==> src/shared/cis_consts.vh <==
// constants for the core interrupt sequencer
`ifndef CIS_CONSTS_VH
`define CIS_CONSTS_VH
`define CIS_GIE_BIT 7
`define CIS_RESET_VEC 12'h000
`define CIS_ENTRY_CYC 3'h4
`define CIS_WAKE_CYC 3'h4
`define CIS_VJMP_CYC 3'h3
`define CIS_RET_CYC 3'h4
`define CIS_SP_STEP 16'h0002
`define CIS_SP_RESET 16'h025f
`endif

==> src/verilog/cis_flag_bank.v <==
// per-source pending flags and request gating
`timescale 1ns/1ps
module cis_flag_bank #(
  parameter NSRC = 8
) (
  // clock and reset
  input wire mclk_i,
  input wire sys_rst_i,
  // sources
  input wire [NSRC-1:0] evt_i,
  input wire [NSRC-1:0] level_type_i,
  input wire [NSRC-1:0] src_en_i,
  // software write-one-to-clear
  input wire flag_wr_i,
  input wire [NSRC-1:0] flag_wdata_i,
  // hardware clear on service
  input wire [NSRC-1:0] svc_clr_i,
  // state
  output wire [NSRC-1:0] flags_o,
  output wire [NSRC-1:0] req_o
);
  reg [NSRC-1:0] flag_q;
  reg [NSRC-1:0] flag_d;
  reg [NSRC-1:0] sw_clr;

  ////////////////////////////////////////////////////////////////////////
  // flags set regardless of enable; set beats any clear in the same cycle
  always @*
  begin
    sw_clr = flag_wr_i ? flag_wdata_i : {NSRC{1'b0}};
    flag_d = (flag_q & ~sw_clr & ~svc_clr_i) | (evt_i & ~level_type_i);
  end

  always @(posedge mclk_i)
  begin
    if (sys_rst_i)
      flag_q <= {NSRC{1'b0}};
    else
      flag_q <= flag_d;
  end

  // level sources request only while the condition stands
  assign req_o = src_en_i & ((flag_q & ~level_type_i) | (evt_i & level_type_i));
  assign flags_o = flag_q;
endmodule

==> src/verilog/cis_sequencer.v <==
// interrupt acceptance, priority and entry/return sequencing
`timescale 1ns/1ps
`include "cis_consts.vh"
module cis_sequencer #(
  parameter NSRC = 8,
  parameter PCW = 12,
  parameter SPW = 16
) (
  // clock and reset
  input wire mclk_i,
  input wire sys_rst_i,
  // interrupt sources
  input wire [NSRC-1:0] irq_evt_i,
  input wire [NSRC-1:0] irq_level_type_i,
  input wire [NSRC-1:0] irq_src_en_i,
  // pending flag write-one-to-clear
  input wire flag_wr_i,
  input wire [NSRC-1:0] flag_wdata_i,
  // pipeline instruction boundary and instruction kinds
  input wire instr_done_i,
  input wire sleeping_i,
  input wire wake_ready_i,
  input wire set_global_enable_instr_i,
  input wire clear_global_enable_instr_i,
  input wire return_from_handler_instr_i,
  input wire [PCW-1:0] next_pc_i,
  // status register write by software
  input wire status_wr_i,
  input wire [7:0] status_wdata_i,
  // stack pointer load by software
  input wire sp_wr_i,
  input wire [SPW-1:0] sp_wdata_i,
  // stack pop data
  input wire [7:0] stack_rdata_i,
  // sequencer outputs
  output reg busy_o,
  output reg pc_load_o,
  output reg [PCW-1:0] program_counter_o,
  output reg stack_wr_o,
  output reg stack_rd_o,
  output reg [SPW-1:0] stack_addr_o,
  output reg [7:0] stack_wdata_o,
  output reg [7:0] status_flag_register_o,
  output reg [SPW-1:0] sp_o,
  output reg [NSRC-1:0] flags_o,
  output reg [NSRC-1:0] ack_o
);

  ////////////////////////////////////////////////////////////////////////
  // states
  localparam ST_RUN = 3'h0;
  localparam ST_WAKE = 3'h1;
  localparam ST_ENTRY = 3'h2;
  localparam ST_VJMP = 3'h3;
  localparam ST_RET = 3'h4;

  reg [2:0] state_q;
  reg [2:0] cnt_q;
  reg [NSRC-1:0] win_q;
  reg [PCW-1:0] ret_pc_q;
  reg hold_one_q;
  reg [NSRC-1:0] svc_clr;
  wire [NSRC-1:0] flags;
  wire [NSRC-1:0] req;
  wire gie;

  // lowest index = lowest vector = highest priority
  function [NSRC-1:0] pick_first;
    input [NSRC-1:0] v;
    integer i;
    reg found;
    begin
      pick_first = {NSRC{1'b0}};
      found = 1'b0;
      for (i = 0; i < NSRC; i = i + 1)
      begin
        if (v[i] && !found)
        begin
          pick_first[i] = 1'b1;
          found = 1'b1;
        end
      end
    end
  endfunction

  // vector word address of a one-hot source; vector 0 is reset
  function [PCW-1:0] vec_of;
    input [NSRC-1:0] oh;
    integer i;
    begin
      vec_of = `CIS_RESET_VEC;
      for (i = 0; i < NSRC; i = i + 1)
      begin
        if (oh[i])
          vec_of = i[PCW-1:0] + 1'b1;
      end
    end
  endfunction

  ////////////////////////////////////////////////////////////////////////
  // flag bank
  cis_flag_bank #(.NSRC(NSRC)) u_flags (
    .mclk_i(mclk_i),
    .sys_rst_i(sys_rst_i),
    .evt_i(irq_evt_i),
    .level_type_i(irq_level_type_i),
    .src_en_i(irq_src_en_i),
    .flag_wr_i(flag_wr_i),
    .flag_wdata_i(flag_wdata_i),
    .svc_clr_i(svc_clr),
    .flags_o(flags),
    .req_o(req)
  );

  assign gie = status_flag_register_o[`CIS_GIE_BIT];

  ////////////////////////////////////////////////////////////////////////
  // acceptance: instruction boundary or sleep, enable set, no hold-off pending;
  // clear-enable in this cycle vetoes, so a racing request stays pending
  wire accept;
  wire [NSRC-1:0] winner;
  assign winner = pick_first(req);
  assign accept = (state_q == ST_RUN) && gie && (|req) && (instr_done_i || sleeping_i)
    && !hold_one_q && !clear_global_enable_instr_i;

  // hardware flag clear on service, only for flag-type sources
  always @*
  begin
    svc_clr = accept ? (winner & ~irq_level_type_i) : {NSRC{1'b0}};
  end

  ////////////////////////////////////////////////////////////////////////
  // sequencer
  always @(posedge mclk_i)
  begin
    if (sys_rst_i)
    begin
      state_q <= ST_RUN;
      cnt_q <= 3'h0;
      win_q <= {NSRC{1'b0}};
      ret_pc_q <= {PCW{1'b0}};
      hold_one_q <= 1'b0;
      busy_o <= 1'b0;
      pc_load_o <= 1'b1;
      program_counter_o <= `CIS_RESET_VEC;
      stack_wr_o <= 1'b0;
      stack_rd_o <= 1'b0;
      stack_addr_o <= {SPW{1'b0}};
      stack_wdata_o <= 8'h00;
      status_flag_register_o <= 8'h00;
      sp_o <= `CIS_SP_RESET;
      flags_o <= {NSRC{1'b0}};
      ack_o <= {NSRC{1'b0}};
    end
    else
    begin
      pc_load_o <= 1'b0;
      stack_wr_o <= 1'b0;
      stack_rd_o <= 1'b0;
      ack_o <= {NSRC{1'b0}};
      flags_o <= flags;
      // status is not stacked; only its gie bit is cleared on entry and set on return here
      if (status_wr_i)
        status_flag_register_o <= status_wdata_i;
      if (sp_wr_i)
        sp_o <= sp_wdata_i;
      // one instruction must retire after set-enable or a return
      if (instr_done_i)
        hold_one_q <= 1'b0;
      case (state_q)
        ST_RUN:
        begin
          if (clear_global_enable_instr_i)
            status_flag_register_o[`CIS_GIE_BIT] <= 1'b0;
          else if (set_global_enable_instr_i)
          begin
            status_flag_register_o[`CIS_GIE_BIT] <= 1'b1;
            hold_one_q <= 1'b1;
          end
          if (return_from_handler_instr_i && instr_done_i)
          begin
            state_q <= ST_RET;
            cnt_q <= 3'h1;
            busy_o <= 1'b1;
            stack_rd_o <= 1'b1;
            stack_addr_o <= sp_o + 1'b1;
          end
          else if (accept)
          begin
            win_q <= winner;
            ack_o <= winner;
            ret_pc_q <= next_pc_i;
            busy_o <= 1'b1;
            status_flag_register_o[`CIS_GIE_BIT] <= 1'b0;
            cnt_q <= 3'h1;
            state_q <= sleeping_i ? ST_WAKE : ST_ENTRY;
          end
        end
        ST_WAKE:
        begin
          // sleep start-up is covered by wake_ready; then four more cycles
          if (wake_ready_i)
          begin
            if (cnt_q == `CIS_WAKE_CYC)
            begin
              cnt_q <= 3'h1;
              state_q <= ST_ENTRY;
            end
            else
              cnt_q <= cnt_q + 1'b1;
          end
        end
        ST_ENTRY:
        begin
          // low byte pushed first, sp falls by two in all
          if (cnt_q == 3'h1 || cnt_q == 3'h2)
          begin
            stack_wr_o <= 1'b1;
            stack_addr_o <= sp_o;
            stack_wdata_o <= (cnt_q == 3'h1) ? ret_pc_q[7:0]
              : {{(16-PCW){1'b0}}, ret_pc_q[PCW-1:8]};
            sp_o <= sp_o - 1'b1;
          end
          if (cnt_q == `CIS_ENTRY_CYC)
          begin
            pc_load_o <= 1'b1;
            program_counter_o <= vec_of(win_q);
            cnt_q <= 3'h1;
            state_q <= ST_VJMP;
          end
          else
            cnt_q <= cnt_q + 1'b1;
        end
        ST_VJMP:
        begin
          // vector word executes its jump; pipeline loads the target
          if (cnt_q == `CIS_VJMP_CYC)
          begin
            busy_o <= 1'b0;
            state_q <= ST_RUN;
          end
          else
            cnt_q <= cnt_q + 1'b1;
        end
        ST_RET:
        begin
          // pop data stands the cycle after each read strobe
          if (cnt_q == 3'h1)
          begin
            stack_rd_o <= 1'b1;
            stack_addr_o <= sp_o + `CIS_SP_STEP;
          end
          if (cnt_q == 3'h2)
            ret_pc_q[PCW-1:8] <= stack_rdata_i[PCW-9:0];
          if (cnt_q == 3'h3)
            ret_pc_q[7:0] <= stack_rdata_i;
          if (cnt_q == `CIS_RET_CYC)
          begin
            sp_o <= sp_o + `CIS_SP_STEP;
            status_flag_register_o[`CIS_GIE_BIT] <= 1'b1;
            pc_load_o <= 1'b1;
            program_counter_o <= ret_pc_q;
            hold_one_q <= 1'b1;
            busy_o <= 1'b0;
            state_q <= ST_RUN;
          end
          else
            cnt_q <= cnt_q + 1'b1;
        end
        default:
        begin
          state_q <= ST_RUN;
          busy_o <= 1'b0;
        end
      endcase
    end
  end
endmodule

==> config.mk <==
export PLATFORM = sky130hd
export DESIGN_NAME = cis_sequencer
export DESIGN_NICKNAME = d
export VERILOG_FILES = /design/src/verilog/cis_flag_bank.v /design/src/verilog/cis_sequencer.v
export VERILOG_INCLUDE_DIRS = /design/src /design/src/shared
export SDC_FILE = /design/constraint.sdc
export NUM_CORES = 1
export LEC_CHECK = 0
export BUFFER_PORTS_ARGS = -buffer_cell sky130_fd_sc_hd__buf_2
export CAP_MARGIN = 0
export CORE_MARGIN = 2
export CORE_UTILIZATION = 37
export CTS_CLUSTER_DIAMETER = 30
export DETAILED_ROUTE_END_ITERATION = 10
export HOLD_SLACK_MARGIN = 0.03
export PLACE_DENSITY = 0.7
export SLEW_MARGIN = 0
export SYNTH_ARGS = -nofsm -noshare
export SYNTH_HDL_FRONTEND = slang
export SYNTH_SLANG_ARGS = --single-unit
==> constraint.sdc <==
create_clock -name mclk_i -period 4.39 [get_ports mclk_i]
set_clock_uncertainty 0.05 [all_clocks]
set_input_delay 1.317 -clock mclk_i [delete_from_list [all_inputs] [get_ports mclk_i]]
set_output_delay 1.317 -clock mclk_i [all_outputs]
set_load 0.05 [all_outputs]
==> results of run 1 <==
[state kept, by name, indices dropped and copies added, names as in the netlist, 3 cells and up]
| signal | flops |
|---|---|
| program_counter_o | 12 |
| u_flags.flags_o | 8 |
| state_q | 3 |
| cnt_q | 3 |
| status_flag_register_o | 8 |
| ack_o | 8 |
| stack_wdata_o | 8 |
| ret_pc_q | 12 |
| flags_o | 8 |
| sp_o | 16 |
| win_q | 8 |
| stack_addr_o | 16 |
[worst max-delay path: stages]
cell	delay, ns
buf_2	0.12
mux2_4	0.30
a222oi_1	0.34
buf_4	0.20
nand4_2	0.15
nand2_1	0.53
mux2_2	0.40
nor2_1	0.07
[layout make-up]
cell class                 count  area (µm²)  share of cell area, %
tap                          216         270                   3.61
clock buffer                  18         429                   5.73
antenna                        2        5.00                 0.0668
timing repair buffer         174         893                   11.9
clock inverter                14         156                   2.09
inverter                      19        71.3                  0.951
sequential                   115        2300                   30.7
multi-input combinational    546        3370                   44.9
[cells in the final DEF, fill, tap and decap left out, types with 4 or more instances in the layout]
cell type / synthesis / routed
nand4_1: 11 / 11
dfxtp_1: 115 / 115
a211oi_1: 14 / 14
mux2i_1: 18 / 18
a21o_1: 5 / 5
o21ai_0: 50 / 50
buf_2: 6 / 165
nand2b_1: 6 / 6
inv_1: 19 / 19
nand3_1: 14 / 14
mux2_2: 13 / 13
buf_4: 2 / 9
a311oi_1: 10 / 10
or2_2: 8 / 8
o211ai_1: 5 / 5
a22o_1: 10 / 10
nand2_1: 98 / 98
a22oi_1: 9 / 9
a311oi_2: 8 / 8
nor4_1: 5 / 4
nor2_1: 83 / 83
ha_1: 10 / 10
o311ai_0: 5 / 5
clkbuf_16: 0 / 17
and4_1: 4 / 4
or3_1: 15 / 15
or4_1: 4 / 4
a221o_1: 4 / 4
nor3_1: 23 / 23
xor2_1: 8 / 8
a21oi_1: 39 / 38
clkinvlp_4: 0 / 6
nor2b_1: 13 / 13
xnor2_1: 7 / 7
[cells in the mapped netlist (2+ instances only)]
master | n | area, µm²
a211oi_1 | 14 | 105
a21boi_0 | 2 | 15.0
a21o_1 | 5 | 37.5
a21oi_1 | 39 | 195
a221o_1 | 4 | 40.0
a221oi_1 | 3 | 26.3
a222oi_1 | 2 | 20.0
a22o_1 | 10 | 87.6
a22oi_1 | 9 | 67.6
a311oi_1 | 10 | 87.6
a311oi_2 | 8 | 120
a32oi_1 | 2 | 17.5
and2_1 | 3 | 18.8
and3_1 | 3 | 18.8
and4_1 | 4 | 35.0
buf_1 | 3 | 11.3
buf_2 | 6 | 30.0
buf_4 | 2 | 15.0
clkbuf_1 | 40 | 150
dfxtp_1 | 115 | 2300
ha_1 | 10 | 125
inv_1 | 19 | 71.3
mux2_2 | 13 | 146
mux2i_1 | 18 | 180
nand2_1 | 98 | 368
nand2b_1 | 6 | 37.5
nand3_1 | 14 | 70.1
nand4_1 | 11 | 68.8
nor2_1 | 83 | 312
nor2b_1 | 13 | 81.3
nor3_1 | 23 | 115
nor4_1 | 5 | 31.3
o211ai_1 | 5 | 37.5
o21ai_0 | 50 | 250
o221ai_1 | 3 | 26.3
o22ai_1 | 3 | 18.8
o311ai_0 | 5 | 43.8
o31ai_1 | 3 | 22.5
o32ai_1 | 3 | 26.3
or2_2 | 8 | 50.1
or3_1 | 15 | 93.8
or3b_2 | 2 | 17.5
or4_1 | 4 | 30.0
xnor2_1 | 7 | 61.3
xor2_1 | 8 | 70.1
[final timing paths]
kind	start	endpoint	slack (ns)	depth (start not counted)
min	win_q[0]	win_q[0]	0.41	2
max reg2reg	state_q[0]	sp_o[11]	1.36	6
min reg2reg	win_q[0]	win_q[0]	0.41	2
max	irq_level_type_i[2]	win_q[5]	1.26	8
[power by group]
group          total, mW  switching (mW)  internal (mW)
combinational       1.20           0.828          0.371
clock               1.37           0.526          0.839
sequential          1.29           0.125           1.17
total               3.86            1.48           2.38
[metal layers]
| layer | part of all wire (%) | wire length (µm) | vias to the layer above |
|---|---|---|---|
| li1 | - | - | 2949 |
| met1 | 42 | 7310 | 2739 |
| met2 | 46 | 7910 | 246 |
| met3 | 9.9 | 1710 | 30 |
| met4 | 1.8 | 311 | 0 |
| met5 | 0 | 0 | - |
[kinds of logic after synthesis]
logic type      after synthesis  share of synthesized area (%)
flops                       115                           38.7
compound gates              189                           22.3
simple gates                298                           23.7
buf+inv                      71                           4.86
mux                          33                           5.93
fa+ha+maj                    11                           2.27
xor+xnor                     15                           2.21
==> summary.md, run 1 <==
| Metric | Value |
|---|---|
| Status | completed |
| Layout Nets | 970 |
| Core area | 15800 µm² |
| Placed insts | 1070 |
| CTS Root Cell | clkbuf_16 |
| H-tree level count | 4 |
| F_max | 319 MHz |
| Static leakage | 3.09 nW |
| Setup total negative slack | 0 ns |
| DP HPWL | 12400 µm |
| Maximum VDD drop | 0.000298 V |
| Yosys warnings | 0 |
| Mean post-synth cell area | 8.13 µm² |
| Seq/Total Area, Yosys | 38.7% |
| # rows | 46 |
| Max Cap Violations | 0 |
| Synth cell types | 64 |
| Fin cells | 1104 |
| CP required | 4.70 ns |
| Layout area overhead | 26.0% |
| Cts bufs inserted | 17 |
| Vias | 5964 |
| CP Max Fanout | 20 |
| Clk pin slew, worst setup/hold paths | 0.05 ns |
| Post-CTS Setup Repair Bufs | 0 |
| # port buffers | 166 |
| Wire length per cell | 15.6 µm |
| GPL Wtd Cong | 0.833 |
| Placed instance area | 6910 µm² |
| Die W | 131 µm |
| CTS tree | yes |
| #FFs+latches synth | 115 |
| Relative slew slack | 25.6% |
| Final Hold Viols | 0 |
| Post-synth EDFFs | 0 |
| Top FF cell, synth | dfxtp_1 |
| Io pins | 167 |
| Top Usage Layer GRT | met2 |
| DRT Pass-1 Iters | 5 |
| Worst-Margin Slew | 1.11 ns |
| CTS resizes | 0 |
| Final Setup Violations | 0 |
| Final WS setup | 1.26 ns |
| Vias in the first global route | 5330 |
| Async SR Flop Fraction | 0% |
| Place WS | 0.807 ns |
| Initial antenna violation count | 1 |
| Die Area | 17100 µm² |
| Buffer depth of the longest clock path | 2 |
| Mapped cell area | 5950 µm² |
| Arrival @ worst endpoint | 3.44 ns |
| Slew Viols, Final | 0 |
| Minimum clock period | 3.13 ns |
| Die Y-Extent | 131 µm |
| Met2 Usage GRT | 32.5% |
| Synthesized instance count | 732 |
| CP endpoint kind | flip-flop |
| Share of cells above drive strength 1 | 27.4% |
| Initial core utilization | 37.6% |
| Fin util | 47.4% |
| Post-DRT Antenna Nets | 0 |
| Global Route Usage Sum | 20.2% |
| Post-CTS Hold Buffers | 0 |
| Grt met3 use | 7.94% |
| GR Overflow Total | 0 |
| Sink Count | 115 |
| Largest net degree at the start of global routing | 66 |
| Worst Hold Slack | 0.411 ns |
| Power Total | 3.86 mW |
| Pwr per Cell Area | 514 nW/µm² |
| CP startpoint kind | input port |
| Hold Crit Class | reg2reg |
| Fillers | 1547 |
| # DRC | 0 |
| First-pass GRT wire length | 27200 µm |
| Initial drt markers | 506 |
| Vias per inst | 5.40 |
| Crit Path Class | in2reg |
| RSZ-0062 raised after global routing | no |
| Post-Route WL | 17200 µm |
| Syn nets | 829 |
| M1 GR Usage | 24.8% |
| Crit share post-route | 71.4% |
| Final Instance Area | 7500 µm² |
| Worst skew pair latency | 0.42 ns |
(Power assumes the default switching activity.)
==> inputs of run 2 (changes only) <==
==> constraint.sdc (replaced) <==
create_clock -name mclk_i -period 2.95 [get_ports mclk_i]
set_clock_uncertainty 0.05 [all_clocks]
set_input_delay 0.885 -clock mclk_i [delete_from_list [all_inputs] [get_ports mclk_i]]
set_output_delay 0.885 -clock mclk_i [all_outputs]
set_load 0.05 [all_outputs]
==> run 2 against run 1 <==
Net effect: worst hold slack better by 0.0054 ns; clock power up 58%; first-iteration DRC count increased by 2.4%; sequential share of layout area down 0.53 points; total power is 54% higher; largest power group unchanged; sequential power is 48% higher; count of clock-buffer cells in the layout up 1; final area rose by 1.8%; combinational power increased by 54%; largest cell class unchanged; via count fell by 0.10%; wire length increased by 2.4%.
==> summary.md, run 2 (synthesis results as in run 1) <==
| Metric | Value |
|---|---|
| CP endpoint kind | flip-flop |
| Clk pin slew, worst setup/hold paths | 0.06 ns (about the same) |
| Met3 wire length | 1530 µm (-10%) |
| CTS resizes | 0 (unchanged) |
| Final Instance Area | 7630 µm² (+1.8%) |
| Crit share post-route | 94.1% |
| CP bufs+invs | 0 (-2) |
| Worst Hold Slack | 0.417 ns (+0.00542 ns) |
| Commonest non-fill, non-tap cell in the layout | buf_2 |
| GPL Wtd Cong | 0.839 (+0.74%) |
| DP HPWL | 12700 µm (+2.2%) |
| Buffer depth of the longest clock path | 2 (unchanged) |
| CP startpoint kind | flip-flop |
| Die Y-Extent | 131 µm (unchanged) |
| CP Max Fanout | 16 (-20%) |
| Internal | 3.70 mW (+56%) |
| Power Total | 5.92 mW (+54%) |
| GR Overflow Total | 0 (unchanged) |
| Cell count along the critical path | 6 (-2) |
| Reg power frac | 32.2% (-1.3 points) |
| RSZ-0062 raised after global routing | no |
| Pwr per Cell Area | 777 nW/µm² (+51%) |
| CTS tree | yes |
| # rows | 46 (unchanged) |
| Hold Crit Class | reg2reg |
| Initial core utilization | 37.6% (unchanged) |
| Setup total negative slack | 0 ns (unchanged) |
| Global Route Usage Sum | 20.8% (+0.61 points) |
| Crit Path Class | reg2reg |
| Layout area overhead | 28.2% |
| Multi-input gate area | 3370 µm² (unchanged) |
| Relative slew slack | 47.6% (+22 points) |
| CTS Root Cell | clkbuf_16 |
| Status | completed |
| Slew Viols, Final | 0 (unchanged) |
| Post-Route WL | 17600 µm (+2.4%) |
| Register Area | 2300 µm² (unchanged) |
| CP required | 3.23 ns (-1.47 ns) |
| Die Area | 17100 µm² (unchanged) |
| Sink Count | 115 (unchanged) |
| Static leakage | 3.17 nW (+2.5%) |
| Vias per inst | 5.35 (-1.0%) |
| Vias in the first global route | 5627 (+5.6%) |
| Post-CTS Hold Buffers | 0 (unchanged) |
| Vias | 5958 (-0.10%) |
| Switching share of power | 37.6% (-0.81 points) |
| Regs by FF count | sp_o: 16 flops, stack_addr_o: 16 flops |
| Crit-path cells | or3_1 -> or2_2 -> nor3_2 -> a22o_1 -> nor2_1 -> a311oi_2 |
| Die W | 131 µm (unchanged) |
| Clock power share | 36.6% (+1.2 points) |
| Crit path largest cell delay | 0.65 ns (+0.12 ns) |
| Comb pwr share | 31.2% (about the same) |
| Cell depth of the worst flop-to-flop path | 6 (unchanged) |
| Largest net degree at the start of global routing | 76 (+15%) |
| Met2 wire length | 8160 µm (+3.2%) |
| Hold path depth | 2 (unchanged) |
| Routed met1 length | 7750 µm (+6.0%) |
| F_max | 360 MHz |
| Critical path's slowest cell | a22o_1 |
| Core area | 15800 µm² (unchanged) |
| Final Hold Viols | 0 (unchanged) |
| # DRC | 0 (unchanged) |
| Maximum VDD drop | 0.000559 V (+88%) |
| Minimum clock period | 2.78 ns |
| Max Cap Violations | 0 (unchanged) |
| DRT Pass-1 Iters | 5 (unchanged) |
| Wire length per cell | 15.8 µm (+1.4%) |
| Initial drt markers | 518 (+2.4%) |
| Worst skew pair latency | 0.42 ns (about the same) |
| Placed instance area | 7000 µm² (+1.4%) |
| Top sig layer | met4 |
| Switching power | 2.23 mW (+50%) |
| Most frequent cells in the layout | buf_2 (165), dfxtp_1 (115), nand2_1 (98), nor2_1 (83), o21ai_0 (50) |
| Layout Nets | 981 (+1.1%) |
| Share of cells above drive strength 1 | 28.4% (+1.0 points) |
| First-pass GRT wire length | 27900 µm (+2.8%) |
| Worst-Margin Slew | 0.777 ns (-0.329 ns) |
| Delay-heaviest family, CP | simple AND/OR/NAND/NOR gates |
| Cts bufs inserted | 17 (unchanged) |
| Post-CTS Setup Repair Bufs | 0 (unchanged) |
| Final Setup Violations | 0 (unchanged) |
| Fillers | 1533 (-0.90%) |
| # port buffers | 166 (unchanged) |
| H-tree level count | 4 (unchanged) |
| Io pins | 167 (unchanged) |
| Initial antenna violation count | 1 (unchanged) |
| Post-DRT Antenna Nets | 0 (unchanged) |
| Arrival @ worst endpoint | 3.05 ns (-0.39 ns) |
==> run 2: worst paths after layout <==
check,end,start,slack (ns)
worst max-delay path,ret_pc_q[2],state_q[0],0.17
worst max register to register,ret_pc_q[2],state_q[0],0.17
worst min-delay path,win_q[0],win_q[0],0.42
worst min register to register,win_q[0],win_q[0],0.42
==> run 2: power groups by stage <==
stage | Combinational (mW) | Clock [mW] | Sequential [mW]
after global placement | 1.82 | 0 | 1.93
after CTS | 1.85 | 2.19 | 1.90
after global routing | 2.02 | 2.27 | 1.93
after detailed placement | 1.83 | 0 | 1.93
final | 1.85 | 2.17 | 1.91
after floorplan | 0.920 | 0 | 2.37
==> run 2: per-layer routing <==
metal	global-route usage, %	vias to the layer above
li1	-	2953
met1	26.0	2759
met2	33.5	228
met3	7.86	18
met4	6.07	0
met5	0	-
==> run 2: tightest hold or removal path, delay by kind of cell, from the launching register on <==
family          cells  cell delay [ns]
flops               1             0.31
simple gates        1             0.05
compound gates      1             0.05
==> run 2: final cells by class <==
class                           instances  area share, %
Timing Repair Buffer                  185           13.0
Inverter                               19          0.935
Sequential cell                       115           30.2
Multi-Input combinational cell        546           44.2
Antenna cell                            1         0.0328
Clock buffer                           19           5.94
Clock inverter                         13           2.25
Tap cell                              216           3.54
==> run 2: stage by stage <==
stage	utilization [%]	instances	worst slack [ns]
5_1_grt	48.2	1113	0.0319
3_3_place_gp	44.2	1081	-0.0125
4_1_cts	48.2	1113	0.172
2_1_floorplan	-	732	0.121
3_5_place_dp	44.2	1081	-0.0842
6_report	48.2	1114	0.175
==> inputs of run 3 (changes only) <==
==> constraint.sdc (replaced) <==
create_clock -name mclk_i -period 3.3 [get_ports mclk_i]
set_clock_uncertainty 0.05 [all_clocks]
set_input_delay 0.99 -clock mclk_i [delete_from_list [all_inputs] [get_ports mclk_i]]
set_output_delay 0.99 -clock mclk_i [all_outputs]
set_load 0.05 [all_outputs]
==> run 3 against run 2 <==
Net effect: first-iteration DRC count shrank 19%; critical endpoint is now sp_o[2]; total power is 13% lower; highest routed layer unchanged; register-to-register slack improved by 0.43 ns; global-route usage decreased by 0.42 points.
==> summary.md, run 3 (synthesis results as in run 1) <==
| Metric | Value |
|---|---|
| Status | completed |
| CP bufs+invs | 1 (+1) |
| DRT Pass-1 Iters | 5 (unchanged) |
| Regs by FF count | sp_o: 16 flops, stack_addr_o: 16 flops |
| Clk pin slew, worst setup/hold paths | 0.06 ns (about the same) |
| Post-CTS Hold Buffers | 0 (unchanged) |
| Crit path largest cell delay | 0.79 ns (+0.14 ns) |
| Initial core utilization | 37.6% (unchanged) |
| Cts bufs inserted | 17 (unchanged) |
| CTS Root Cell | clkbuf_16 |
| CTS tree | yes |
| Vias | 5978 (+0.34%) |
| Core area | 15800 µm² (unchanged) |
| Layout area overhead | 26.9% |
| Pwr per Cell Area | 680 nW/µm² (-12%) |
| Slew Viols, Final | 0 (unchanged) |
| GPL Wtd Cong | 0.840 (about the same) |
| Placed insts | 1077 (-0.37%) |
| Largest net degree at the start of global routing | 50 (-34%) |
| Wire length per cell | 15.8 µm (-0.31%) |
| Sink Count | 115 (unchanged) |
| Crit Path Class | reg2reg |
| CP endpoint kind | flip-flop |
| DP HPWL | 12700 µm (-0.32%) |
| Die Y-Extent | 131 µm (unchanged) |
| Worst-Margin Slew | 0.756 ns (-0.0215 ns) |
| RSZ-0062 raised after global routing | no |
| Minimum clock period | 2.70 ns (-0.0760 ns) |
| Post-Route WL | 17600 µm (-0.49%) |
| # port buffers | 166 (unchanged) |
| Io pins | 167 (unchanged) |
| Die W | 131 µm (unchanged) |
| Crit share post-route | 81.8% (-12 points) |
| Initial antenna violation count | 3 (+2) |
| Commonest non-fill, non-tap cell in the layout | buf_2 |
| Vias in the first global route | 5356 (-4.8%) |
| Fin cells | 1112 (-0.18%) |
| # DRC | 0 (unchanged) |
| Initial drt markers | 420 (-19%) |
| Layout Nets | 977 (-0.41%) |
| Max Cap Violations | 0 (unchanged) |
| Vias per inst | 5.38 (+0.52%) |
| Crit-path cells | buf_4 -> nand2b_1 -> or4_1 -> nand2_1 -> o21ai_0 -> a221o_1 |
| Critical path's slowest cell | or4_1 |
| Delay-heaviest family, CP | simple AND/OR/NAND/NOR gates |
| Most frequent cells in the layout | buf_2 (165), dfxtp_1 (115), nand2_1 (98), nor2_1 (83), o21ai_0 (50) |
| CP required | 3.56 ns (+0.33 ns) |
| CTS resizes | 0 (unchanged) |
| Share of cells above drive strength 1 | 28.1% (-0.32 points) |
| F_max | 371 MHz (+2.8%) |
| Die Area | 17100 µm² (unchanged) |
| CP Max Fanout | 12 (-4) |
| Final Hold Viols | 0 (unchanged) |
| Maximum VDD drop | 0.000374 V (-33%) |
| CP startpoint kind | flip-flop |
| Post-CTS Setup Repair Bufs | 0 (unchanged) |
| Global Route Usage Sum | 20.4% (-0.42 points) |
| H-tree level count | 4 (unchanged) |
| Buffer depth of the longest clock path | 2 (unchanged) |
| Worst skew pair latency | 0.43 ns (about the same) |
| # rows | 46 (unchanged) |
| Final Setup Violations | 0 (unchanged) |
| Setup total negative slack | 0 ns (unchanged) |
| Post-DRT Antenna Nets | 0 (unchanged) |
| First-pass GRT wire length | 27500 µm (-1.7%) |
| Relative slew slack | 49.1% (+1.4 points) |
| GR Overflow Total | 0 (unchanged) |
| Arrival @ worst endpoint | 2.96 ns (-0.09 ns) |
| Static leakage | 3.13 nW (-1.3%) |
| Hold Crit Class | reg2reg |
run 3: through the flow:
step / total power, mW / area [µm²] / hold WS [ns] / worst slack (ns) / utilization (%)
after CTS: 5.15 / 7540 / 0.414 / 0.616 / 47.7
after global routing: 5.39 / 7550 / 0.434 / 0.452 / 47.7
after global placement: 3.33 / 6960 / 0.400 / 0.252 / 44.0
after detailed placement: 3.35 / 6960 / 0.406 / 0.187 / 44.0
after floorplan: 2.94 / 5950 / 0.387 / 0.366 / -
final: 5.13 / 7550 / 0.413 / 0.601 / 47.7
run 3: layout make-up:
cell class	count	area, µm²
Fill cell	1575	8280
Clock inverter	12	119
Tap cell	216	270
Clock buffer	20	467
Antenna cell	3	7.51
Sequential cell	115	2300
Timing Repair Buffer	181	946
Multi-Input combinational cell	546	3370
Inverter	19	71.3
run 3: worst min-delay path, stage by stage (launching register included):
cell and delay (ns):
dfxtp_1 0.31, nand2_1 0.05, a21oi_1 0.05
run 3: routing by layer:
layer | vias up | track usage [%] | wire, µm
li1 | 2946 | - | -
met2 | 228 | 32.3 | 8050
met4 | 0 | 6.38 | 246
met5 | - | 0 | 0
met3 | 24 | 7.17 | 1460
met1 | 2780 | 26.1 | 7800
run 3: final timing paths:
path                            startpoint  cells past startpoint  endpoint  slack (ns)
worst min-delay path              win_q[0]                      2  win_q[0]        0.41
worst min register to register    win_q[0]                      2  win_q[0]        0.41
worst max register to register  state_q[0]                      6   sp_o[2]        0.60
worst max-delay path            state_q[0]                      6   sp_o[2]        0.60
run 3: where the power goes:
| part | leakage (nW) | total, mW | switching [mW] | internal, mW |
|---|---|---|---|---|
| registers | 0.940 | 1.71 | 0.154 | 1.55 |
| clock network | 0.268 | 1.80 | 0.695 | 1.10 |
| logic | 1.92 | 1.63 | 1.13 | 0.504 |
